<file path="config.mk">
export PLATFORM = sky130hd
export DESIGN_NAME = ldks_scanner
export DESIGN_NICKNAME = d
export VERILOG_FILES = /design/src/ldks_pkg.sv /design/src/ldks_scanner.sv
export SDC_FILE = /design/constraint.sdc
export NUM_CORES = 1
export LEC_CHECK = 0
export BUFFER_PORTS_ARGS = -buffer_cell sky130_fd_sc_hd__buf_2
export CAP_MARGIN = 20
export CORE_MARGIN = 3
export CORE_UTILIZATION = 56
export DETAILED_ROUTE_END_ITERATION = 10
export PLACE_DENSITY = 0.86
export SLEW_MARGIN = 20
export SYNTH_ARGS = -nofsm -noshare
export SYNTH_HDL_FRONTEND = slang
export SYNTH_SLANG_ARGS = --single-unit
</file>
<file path="constraint.sdc">
create_clock -name clk_i -period 8.35 [get_ports clk_i]
set_input_delay 1.2525 -clock clk_i [delete_from_list [all_inputs] [get_ports clk_i]]
set_output_delay 1.2525 -clock clk_i [all_outputs]
set_load 0.01 [all_outputs]
</file>
<file path="src/ldks_pkg.sv">
// constants, register map and types of the led display and keypad scanner
package ldks_pkg;

    // clock and scan timing
    localparam int unsigned CLK_FREQ_HZ      = 25_000_000;
    localparam int unsigned CLK_FREQ_MHZ     = 25;
    localparam int unsigned SCAN_FREQ_HZ     = 640;
    localparam int unsigned REFRESH_PERIOD_US = 1560;
    // one latch phase is half a scan clock period, rounded down
    localparam int unsigned PHASE_CYCLES     = CLK_FREQ_HZ / (2 * SCAN_FREQ_HZ);
    // refresh of both latches, compared against the 1.56 ms figure
    localparam int unsigned REFRESH_CYCLES   = 2 * PHASE_CYCLES;
    localparam int unsigned REFRESH_MAX_CYCLES = REFRESH_PERIOD_US * CLK_FREQ_MHZ + CLK_FREQ_MHZ;
    // anti-ghost blanking, a least time rounded up
    localparam int unsigned BLANK_NS         = 1000;
    localparam int unsigned BLANK_CYCLES     = (BLANK_NS * CLK_FREQ_MHZ + 999) / 1000;

    // widths
    localparam int unsigned SEL_W            = 3;
    localparam int unsigned SEG_W            = 8;
    localparam int unsigned COL_W            = 3;
    localparam int unsigned LINES            = 8;

    // register byte addresses
    localparam logic [7:0] ADDR_LATCH_A      = 8'h00;
    localparam logic [7:0] ADDR_LATCH_B      = 8'h04;
    localparam logic [7:0] ADDR_SELECT       = 8'h08;
    localparam logic [7:0] ADDR_STATUS       = 8'h0C;

    // status field positions
    localparam int unsigned ST_COLUMN_LSB    = 0;
    localparam int unsigned ST_PHASE_BIT     = 3;
    localparam int unsigned ST_REQUEST_BIT   = 4;
    localparam int unsigned ST_BLANK_BIT     = 5;
    // select register: display enable bit above the select code
    localparam int unsigned SEL_ENABLE_BIT   = 3;

    // reset values
    localparam logic [7:0] SEG_RESET         = 8'h00;
    localparam logic [2:0] SEL_RESET         = 3'h0;
    localparam logic       ENABLE_RESET      = 1'b0;

    // ahb-lite encodings
    localparam logic [1:0] HTRANS_NONSEQ     = 2'h2;
    localparam logic       HRESP_OKAY        = 1'b0;

    typedef enum logic [3:0] {
        LDKS_BLANK_A = 4'h1,
        LDKS_SHOW_A  = 4'h2,
        LDKS_BLANK_B = 4'h4,
        LDKS_SHOW_B  = 4'h8
    } ldks_state_t;

endpackage

</file>
<file path="src/ldks_scanner.sv">
// multiplexed led display and key-matrix scanner with an ahb-lite register port
//
// Implementation choices: the AHB-Lite slave port and the address map.
module ldks_scanner #(
    parameter int unsigned PHASE_CYCLES = ldks_pkg::PHASE_CYCLES,
    parameter int unsigned BLANK_CYCLES = ldks_pkg::BLANK_CYCLES
) (
    input  wire logic        clk_i,
    input  wire logic        rst_i,
    // ahb-lite slave
    input  wire logic        hsel_i,
    input  wire logic [31:0] haddr_i,
    input  wire logic [1:0]  htrans_i,
    input  wire logic        hwrite_i,
    input  wire logic [2:0]  hsize_i,
    input  wire logic [31:0] hwdata_i,
    input  wire logic        hready_i,
    output logic             hreadyout_o,
    output logic             hresp_o,
    output logic [31:0]      hrdata_o,
    // display and keypad pins
    output logic [7:0]       segment_o,
    output logic             segment_latch_a_en_o,
    output logic             segment_latch_b_en_o,
    output logic [7:0]       digit_select_n_o,
    output logic [7:0]       row_drive_o,
    input  wire logic [2:0]  column_sense_i,
    output logic             scan_request_o
);

    // refused at elaboration: a short phase leaves no lit time after blanking
    if (PHASE_CYCLES < 2 * BLANK_CYCLES + 2 || BLANK_CYCLES < 1) begin : g_bad_timing
        $error("ldks_scanner: phase must exceed twice the blanking time");
    end

    localparam int unsigned CNT_W = $clog2(PHASE_CYCLES + 1);

    // decoder used by both the digit and the row side
    function automatic logic [7:0] decode_line(input logic [2:0] code);
        logic [7:0] onehot;
        onehot = 8'h00;
        onehot[code] = 1'b1;
        return onehot;
    endfunction

    // ---------------- ahb-lite slave ----------------
    logic [7:0]  seg_a_reg;
    logic [7:0]  seg_b_reg;
    logic [2:0]  select_reg;
    logic        disp_en_reg;
    logic        request_reg;
    logic        wr_pend_reg;
    logic [7:0]  wr_addr_reg;
    logic [31:0] hrdata_reg;
    logic [2:0]  col_meta_reg;
    logic [2:0]  col_sync_reg;
    // one-hot: bits 2 and 3 mean latch b, bits 0 and 2 mean blanking
    ldks_pkg::ldks_state_t state_reg;
    logic        data_change;

    wire logic addr_take = hsel_i && hready_i && htrans_i == ldks_pkg::HTRANS_NONSEQ;
    // write strobes live in the data phase, one cycle after the address
    wire logic wr_a      = wr_pend_reg && wr_addr_reg == ldks_pkg::ADDR_LATCH_A;
    wire logic wr_b      = wr_pend_reg && wr_addr_reg == ldks_pkg::ADDR_LATCH_B;
    wire logic wr_sel    = wr_pend_reg && wr_addr_reg == ldks_pkg::ADDR_SELECT;

    // zero wait states: ready only drops while reset holds
    always_ff @(posedge clk_i or posedge rst_i) begin
        if (rst_i) begin
            hreadyout_o <= 1'b0;
            hresp_o     <= ldks_pkg::HRESP_OKAY;
        end else begin
            hreadyout_o <= 1'b1;
            hresp_o     <= ldks_pkg::HRESP_OKAY;
        end
    end

    // write data arrives in the data phase, so the address is held one cycle
    always_ff @(posedge clk_i or posedge rst_i) begin
        if (rst_i) begin
            wr_pend_reg <= 1'b0;
            wr_addr_reg <= 8'h00;
        end else begin
            wr_pend_reg <= addr_take && hwrite_i;
            if (addr_take) begin
                wr_addr_reg <= haddr_i[7:0];
            end
        end
    end

    always_ff @(posedge clk_i or posedge rst_i) begin
        if (rst_i) begin
            seg_a_reg   <= ldks_pkg::SEG_RESET;
            seg_b_reg   <= ldks_pkg::SEG_RESET;
            select_reg  <= ldks_pkg::SEL_RESET;
            disp_en_reg <= ldks_pkg::ENABLE_RESET;
        end else begin
            if (wr_a) begin
                seg_a_reg <= hwdata_i[7:0];
            end
            if (wr_b) begin
                seg_b_reg <= hwdata_i[7:0];
            end
            if (wr_sel) begin
                select_reg  <= hwdata_i[2:0];
                disp_en_reg <= hwdata_i[ldks_pkg::SEL_ENABLE_BIT];
            end
        end
    end

    // read data is captured at the address phase, no wait states
    always_ff @(posedge clk_i or posedge rst_i) begin
        if (rst_i) begin
            hrdata_reg <= 32'h0000_0000;
        end else if (addr_take && !hwrite_i) begin
            hrdata_reg <= 32'h0000_0000;
            case (haddr_i[7:0])
                ldks_pkg::ADDR_LATCH_A: hrdata_reg[7:0] <= seg_a_reg;
                ldks_pkg::ADDR_LATCH_B: hrdata_reg[7:0] <= seg_b_reg;
                ldks_pkg::ADDR_SELECT: begin
                    hrdata_reg[2:0] <= select_reg;
                    hrdata_reg[ldks_pkg::SEL_ENABLE_BIT] <= disp_en_reg;
                end
                ldks_pkg::ADDR_STATUS: begin
                    hrdata_reg[ldks_pkg::ST_COLUMN_LSB +: 3] <= col_sync_reg;
                    hrdata_reg[ldks_pkg::ST_PHASE_BIT] <= state_reg[2] | state_reg[3];
                    hrdata_reg[ldks_pkg::ST_REQUEST_BIT] <= request_reg;
                    hrdata_reg[ldks_pkg::ST_BLANK_BIT] <= state_reg[0] | state_reg[2];
                end
                default: hrdata_reg <= 32'h0000_0000;
            endcase
        end
    end
    assign hrdata_o = hrdata_reg;

    // ---------------- column sense ----------------
    // pins are asynchronous: two stages before any use
    always_ff @(posedge clk_i or posedge rst_i) begin
        if (rst_i) begin
            col_meta_reg <= 3'h0;
            col_sync_reg <= 3'h0;
        end else begin
            col_meta_reg <= column_sense_i;
            col_sync_reg <= col_meta_reg;
        end
    end

    // ---------------- scan timing ----------------
    logic [CNT_W-1:0] phase_cnt_reg;
    logic [CNT_W-1:0] blank_cnt_reg;
    logic             phase_tick;

    // each tick ends one half of the 640 Hz scan clock
    always_ff @(posedge clk_i or posedge rst_i) begin
        if (rst_i) begin
            phase_cnt_reg <= '0;
        end else if (phase_tick) begin
            phase_cnt_reg <= '0;
        end else begin
            phase_cnt_reg <= phase_cnt_reg + CNT_W'(1);
        end
    end
    assign phase_tick = phase_cnt_reg == CNT_W'(PHASE_CYCLES - 1);

    // any write to displayed data restarts the blanking window
    assign data_change = wr_a || wr_b || wr_sel;

    // a write restarts the count, so a burst of writes keeps the display dark
    always_ff @(posedge clk_i or posedge rst_i) begin
        if (rst_i) begin
            state_reg     <= ldks_pkg::LDKS_BLANK_A;
            blank_cnt_reg <= '0;
        end else begin
            case (state_reg)
                ldks_pkg::LDKS_BLANK_A: begin
                    if (phase_tick) begin
                        state_reg     <= ldks_pkg::LDKS_BLANK_B;
                        blank_cnt_reg <= '0;
                    end else if (data_change) begin
                        blank_cnt_reg <= '0;
                    end else if (blank_cnt_reg == CNT_W'(BLANK_CYCLES - 1)) begin
                        state_reg <= ldks_pkg::LDKS_SHOW_A;
                    end else begin
                        blank_cnt_reg <= blank_cnt_reg + CNT_W'(1);
                    end
                end
                ldks_pkg::LDKS_SHOW_A: begin
                    blank_cnt_reg <= '0;
                    if (phase_tick) begin
                        state_reg <= ldks_pkg::LDKS_BLANK_B;
                    end else if (data_change) begin
                        state_reg <= ldks_pkg::LDKS_BLANK_A;
                    end
                end
                ldks_pkg::LDKS_BLANK_B: begin
                    if (phase_tick) begin
                        state_reg     <= ldks_pkg::LDKS_BLANK_A;
                        blank_cnt_reg <= '0;
                    end else if (data_change) begin
                        blank_cnt_reg <= '0;
                    end else if (blank_cnt_reg == CNT_W'(BLANK_CYCLES - 1)) begin
                        state_reg <= ldks_pkg::LDKS_SHOW_B;
                    end else begin
                        blank_cnt_reg <= blank_cnt_reg + CNT_W'(1);
                    end
                end
                ldks_pkg::LDKS_SHOW_B: begin
                    blank_cnt_reg <= '0;
                    if (phase_tick) begin
                        state_reg <= ldks_pkg::LDKS_BLANK_A;
                    end else if (data_change) begin
                        state_reg <= ldks_pkg::LDKS_BLANK_B;
                    end
                end
                default: begin
                    state_reg     <= ldks_pkg::LDKS_BLANK_A;
                    blank_cnt_reg <= '0;
                end
            endcase
        end
    end

    // ---------------- scan request ----------------
    // raised as latch b's phase ends; a latch b write clears it, but a
    // new raise in that same cycle wins
    wire logic pair_done = phase_tick && (state_reg == ldks_pkg::LDKS_BLANK_B ||
                                          state_reg == ldks_pkg::LDKS_SHOW_B);

    always_ff @(posedge clk_i or posedge rst_i) begin
        if (rst_i) begin
            request_reg <= 1'b0;
        end else if (pair_done) begin
            request_reg <= 1'b1;
        end else if (wr_b) begin
            request_reg <= 1'b0;
        end
    end
    assign scan_request_o = request_reg;

    // ---------------- pin drivers ----------------
    logic show_a;
    logic show_b;
    assign show_a = disp_en_reg && state_reg == ldks_pkg::LDKS_SHOW_A && !data_change;
    assign show_b = disp_en_reg && state_reg == ldks_pkg::LDKS_SHOW_B && !data_change;

    always_ff @(posedge clk_i or posedge rst_i) begin
        if (rst_i) begin
            segment_latch_a_en_o <= 1'b0;
            segment_latch_b_en_o <= 1'b0;
        end else begin
            segment_latch_a_en_o <= show_a && !phase_tick;
            segment_latch_b_en_o <= show_b && !phase_tick;
        end
    end

    // segments only pass while a latch is enabled
    always_ff @(posedge clk_i or posedge rst_i) begin
        if (rst_i) begin
            segment_o <= 8'h00;
        end else if (show_a && !phase_tick) begin
            segment_o <= seg_a_reg;
        end else if (show_b && !phase_tick) begin
            segment_o <= seg_b_reg;
        end else begin
            segment_o <= 8'h00;
        end
    end

    // digit lines: one low output, line 2 (code 010) is the first digit;
    // annunciator groups sit on the same lines
    always_ff @(posedge clk_i or posedge rst_i) begin
        if (rst_i) begin
            digit_select_n_o <= 8'hFF;
        end else if ((show_a || show_b) && !phase_tick) begin
            digit_select_n_o <= ~decode_line(select_reg);
        end else begin
            digit_select_n_o <= 8'hFF;
        end
    end

    // keypad rows are not blanked so columns settle for the processor read
    always_ff @(posedge clk_i or posedge rst_i) begin
        if (rst_i) begin
            row_drive_o <= 8'h00;
        end else begin
            row_drive_o <= decode_line(select_reg);
        end
    end

endmodule

</file>
=== Yosys cells after proc, flatten, opt, wreduce, memory -nomap -nowiden ===
Index checks and enable logic that the tools add are counted.

* Input port bits: 77
* Register bits: 105
* Word-level logic and storage cells: 99

* Reduce and logical (&&, ||, !) cells: 28
* Equal/unequal tests: 19
* Bitwise logic cells: 3
* Add/subtract/negate cells: 2
* $lt $le $gt $ge: 2
* Mux-type cells: 26

{| class="wikitable"
|+ Operators with widths
! operator !! count
|-
| $mux W15 || 5
|-
| $mux W4 || 10
|-
| $pmux W4 S4 || 2
|-
| $add A15 B1 Y15 const B || 2
|-
| $eq A8 B4 Y1 const B || 3
|-
| $mux W8 || 3
|-
| $ne A3 B3 Y1 const B || 6
|-
| $eq A8 B3 Y1 const B || 2
|-
| $logic_and A1 B1 Y1 || 16
|-
| $logic_not A8 Y1 || 2
|-
| $eq A15 B15 Y1 const B || 1
|-
| $eq A15 B5 Y1 const B || 1
|-
| $not A8 Y8 || 1
|-
| $pmux W2 S3 || 1
|-
| $reduce_and A6 Y1 || 1
|-
| $eq A4 B1 Y1 const B || 1
|-
| $eq A4 B2 Y1 const B || 1
|-
| $eq A4 B3 Y1 const B || 1
|-
| $eq A4 B4 Y1 const B || 1
|-
| $logic_or A1 B1 Y1 || 4
|-
| $lt A3 B4 Y1 const B || 1
|-
| $ne A4 B4 Y1 const B || 1
|-
| $pmux W2 S2 || 1
|-
| $demux W1 S3 || 1
|-
| other kinds (7) || 12
|}

=== Longest topological paths before layout ===
* Depth in word-level cells: 9
* Gate-level depth with buffers: 9
* Mapped depth without buffers: 8

=== Least setup slack after synthesis ===
No wires, ideal clock.

* Path type: input port to flip-flop
* Start point: input port haddr_i[4]
* End point: register hrdata_reg[2] (netlist: hrdata_o[2])
* Path slack: 5.976 ns
* Cell stages on the path: 5
* Arrival: 2.291 ns
* Path through: nor4_1 nand2_1 nor3_1 a222oi_1 o21ai_0

* Longest elaborated chain between the ends: 2

{| class="wikitable"
|+ Ends and longest elaborated chain
! element !! line !! RTL
|-
| start, declared || ldks_scanner.sv:12 || <nowiki>input wire logic [31:0] haddr_i,</nowiki>
|-
| $eq A8 B4 Y1, or another cell as far along || ldks_scanner.sv:117 || <nowiki>case (haddr_i[7:0])</nowiki>
|-
| $pmux W4 S4 * || ldks_scanner.sv:117 ||
|-
| end signal, assigned || ldks_scanner.sv:118 || <nowiki>ldks_pkg::ADDR_LATCH_A: hrdata_reg[7:0] <= seg_a_reg;</nowiki>
|-
| end signal, assigned || ldks_scanner.sv:119 || <nowiki>ldks_pkg::ADDR_LATCH_B: hrdata_reg[7:0] <= seg_b_reg;</nowiki>
|-
| end signal, assigned || ldks_scanner.sv:121 || <nowiki>hrdata_reg[2:0] <= select_reg;</nowiki>
|-
| end, declared || ldks_scanner.sv:54 || <nowiki>logic [31:0] hrdata_reg;</nowiki>
|}

Mark *: on every way between the ends. The rest lies on a longest branch, timed or not.
A chain may end at the register's enable or synchronous reset.

=== Final worst setup path ===
* Start point: register phase_cnt_reg[2]
* End point: register state_reg[0]

* Longest elaborated chain between the ends: 3

{| class="wikitable"
|+ Ends and longest elaborated chain
! element !! line !! RTL
|-
| start, declared || ldks_scanner.sv:149 || <nowiki>logic [CNT_W-1:0] phase_cnt_reg;</nowiki>
|-
| start signal, assigned || ldks_scanner.sv:160 || <nowiki>phase_cnt_reg <= phase_cnt_reg + CNT_W'(1);</nowiki>
|-
| $eq A15 B15 Y1 * || ldks_scanner.sv:163 || <nowiki>assign phase_tick = phase_cnt_reg == CNT_W'(PHASE_CYCLES - 1);</nowiki>
|-
| $ne A3 B3 Y1 (no source line), or another cell as far along || n/a ||
|-
| $reduce_and A6 Y1 (no source line) / $pmux W4 S4 (equally long branches) || n/a ||
|-
| end signal, assigned || ldks_scanner.sv:171 || <nowiki>state_reg <= ldks_pkg::LDKS_BLANK_A;</nowiki>
|-
| end signal, assigned || ldks_scanner.sv:177 || <nowiki>state_reg <= ldks_pkg::LDKS_BLANK_B;</nowiki>
|-
| end signal, assigned || ldks_scanner.sv:182 || <nowiki>state_reg <= ldks_pkg::LDKS_SHOW_A;</nowiki>
|-
| end, declared || ldks_scanner.sv:58 || <nowiki>ldks_pkg::ldks_state_t state_reg;</nowiki>
|}

Marks and branches as above.

==> flow_summary.toml <==
[floorplanning]
die_w_um = 97.4
chipHeight_um = 97.4
rows = 32
dieArea_um2 = 9490
core_um2 = 7930
initial_utilization = 0.590
io_pins = 138

[critical_path]
cp-end-kind = "flop"
cp_max_fo = 21
critPathMaxStageDelay_ns = 0.92
crit_type = "flop to flop"
crit_buf_inv = 0
crit_path_top_delay_cell = "nor4_4"
cp-start-kind = "flop"
cp.required_ns = 8.65
cp_top_family = "simple AND/OR/NAND/NOR gates"
crit_chain = "or4_4 -> nor4_4 -> nor2b_1 -> a22oi_4 -> nand3_1 -> o22a_1"
arrival_ns = 3.29

[grt]
antenna_found_initial = 0
grt_pass1_vias = 3257
grt_start_max_net_pins = 71
overflow = 0
grt_usage = 0.196
grt_pass1_wl_um = 15100

[clock_network]
post_cts_resized = 0
htreeDepth = 3
cts.path.max_buffers = 2
clk_latency_ns = 0.37
cts_root_buffer = "clkbuf_8"
path_clk_slew_ns = 0.10
cts_tree = "built"
hold_buffers = 0
cts_setup_buffers = 0
cts_buffers = 9
cts_sinks = 105

[pwr]
p_leak_nw = 2.41
vdd_drop_max_uv = 98.2
total_power_mw = 1.02
power.density_nw_per_um2 = 199

[timing]
hold_viol_final = 0
period_needed_ns = 3.00
finalSetupViolations = 0
min_period_over_period = 0.359
tightest_slew_ns = 1.03
slew_violations = 0
timing.fmax_ghz = 0.334
grt_setup_unrepaired = "false"
tns_ns = 0
fin_skew_ns = 0.0122
slew_headroom = 0.309

[finish]
layout_common_cells = "dfrtp_1 (96), buf_2 (61), nor2_1 (50)"
num_antenna_cells = 0
nets = 556
areaGrowthSynthToFinish_pct = 10.0
drive_gt1_frac = 0.265
final_common_cell = "dfrtp_1"

[synthesis]
synth_seq_cells = 105
yosysSeqAreaShare = 0.564
yosysTopAreaCell = "dfrtp_1"
synth_area_um2 = 4680
syn-instance-count = 416
postSynthAreaPerCell_um2 = 11.2
synth_top_area_frac = 0.513
ys_warn_count = 0
synth_area_leaders = "dfrtp_1 (51%), mux2_2 (7.7%), dfstp_2 (5.1%)"
synth_cell_types = 48

[routing]
post-route-drc-count = 0
drt_iter0_drc = 261
routed_wl_um = 9040
dr.pass1.iters = 4
avgViaCountPerCell = 5.50
post_drt_wl_per_cell_um = 15.5
via_count = 3199
ant_nets = 0

[flow_run]
cap_violations = 0

[run_status]
status = "finished, final reports clean"

[placed_design]
place.gp.congestion = 0.881
io_buffer_count = 61
hpwl_um = 6420

[worst_hold_path]
hold_class = "flop to flop"
[cell usage after synthesis (all sizes together)]
library cell / instances
o22a: 1
buf: 31
nor3: 8
or3: 1
a221oi: 2
mux2i: 1
nor3b: 1
dfrtp: 96
nand4: 5
nand3: 19
and2: 4
or2: 1
and4: 1
dfstp: 9
o21ai: 10
nand2b: 2
nor4: 7
nand2: 34
ha: 4
o22ai: 2
a32o: 1
or4: 1
xor2: 8
and3: 11
xnor2: 20
a22oi: 11
nor4b: 4
clkbuf: 7
a222oi: 3
nor2b: 7
or4b: 1
o221a: 1
and2b: 1
a21oi: 4
nand4b: 2
inv: 10
mux2: 32
o211ai: 1
nor2: 50
conb: 2
[layout make-up]
class                      count  area, um^2
fill                         597        2780
sequential                   105        2640
multi-input combinational    287        1850
timing repair buffer          62         313
clock buffer                  10         138
tap                          102         128
clock inverter                 6        42.5
inverter                      10        40.0
[worst paths after layout]
check                      slack [ns]             start  cells after the start                 to
min in group asynchronous        0.88             rst_i                      2   phase_cnt_reg[9]
max in group asynchronous        6.28             rst_i                      3  phase_cnt_reg[12]
min                              0.36   col_meta_reg[1]                      0    col_sync_reg[1]
max reg2reg                      5.35  phase_cnt_reg[2]                      6       state_reg[0]
max                              5.35  phase_cnt_reg[2]                      6       state_reg[0]
min reg2reg                      0.36   col_meta_reg[1]                      0    col_sync_reg[1]
[worst register-to-register path, cell delays in order (launching register included)]
cell and delay (ns):
dfrtp_1 0.45, or4_4 0.57, nor4_4 0.92, nor2b_1 0.29, a22oi_4 0.33, nand3_1 0.15, o22a_1 0.22
[stage by stage]
stage               hold WS, ns  setup WS [ns]  instance area, um^2  std cells   util
floorplan                 0.331           4.35                 4770        440      -
global placement          0.332           5.46                 4970        566  0.627
detailed placement        0.340           5.39                 4970        566  0.627
CTS                       0.364           5.33                 5150        582  0.649
global route              0.368           5.11                 5150        582  0.649
finish                    0.362           5.35                 5150        582  0.649
[cells by family (layout without fill, tap and decap cells)]
group	Yosys count	count (layout)	synth area share
buf+inv	48	88	0.0604
compound gates	36	36	0.0564
fa+ha+maj	4	4	0.0107
flops	105	105	0.564
other cells	2	26	0.00160
mux	33	33	0.0791
xor+xnor	28	28	0.0524
simple gates	160	160	0.175
[metal layers]
metal / vias up / track usage / part of all wire
met5: - / 0 / 0
met4: 0 / 0.0863 / 0.022
met3: 16 / 0.0316 / 0.068
met2: 118 / 0.327 / 0.50
met1: 1572 / 0.253 / 0.41
li1: 1493 / - / -
[report_power, final]
group          switching, mW  internal (mW)  total (mW)
combinational         0.0895         0.0642       0.154
clock                  0.174          0.117       0.291
sequential            0.0363          0.543       0.579
total                  0.299          0.724        1.02
Power figures use the tool's default switching activity.
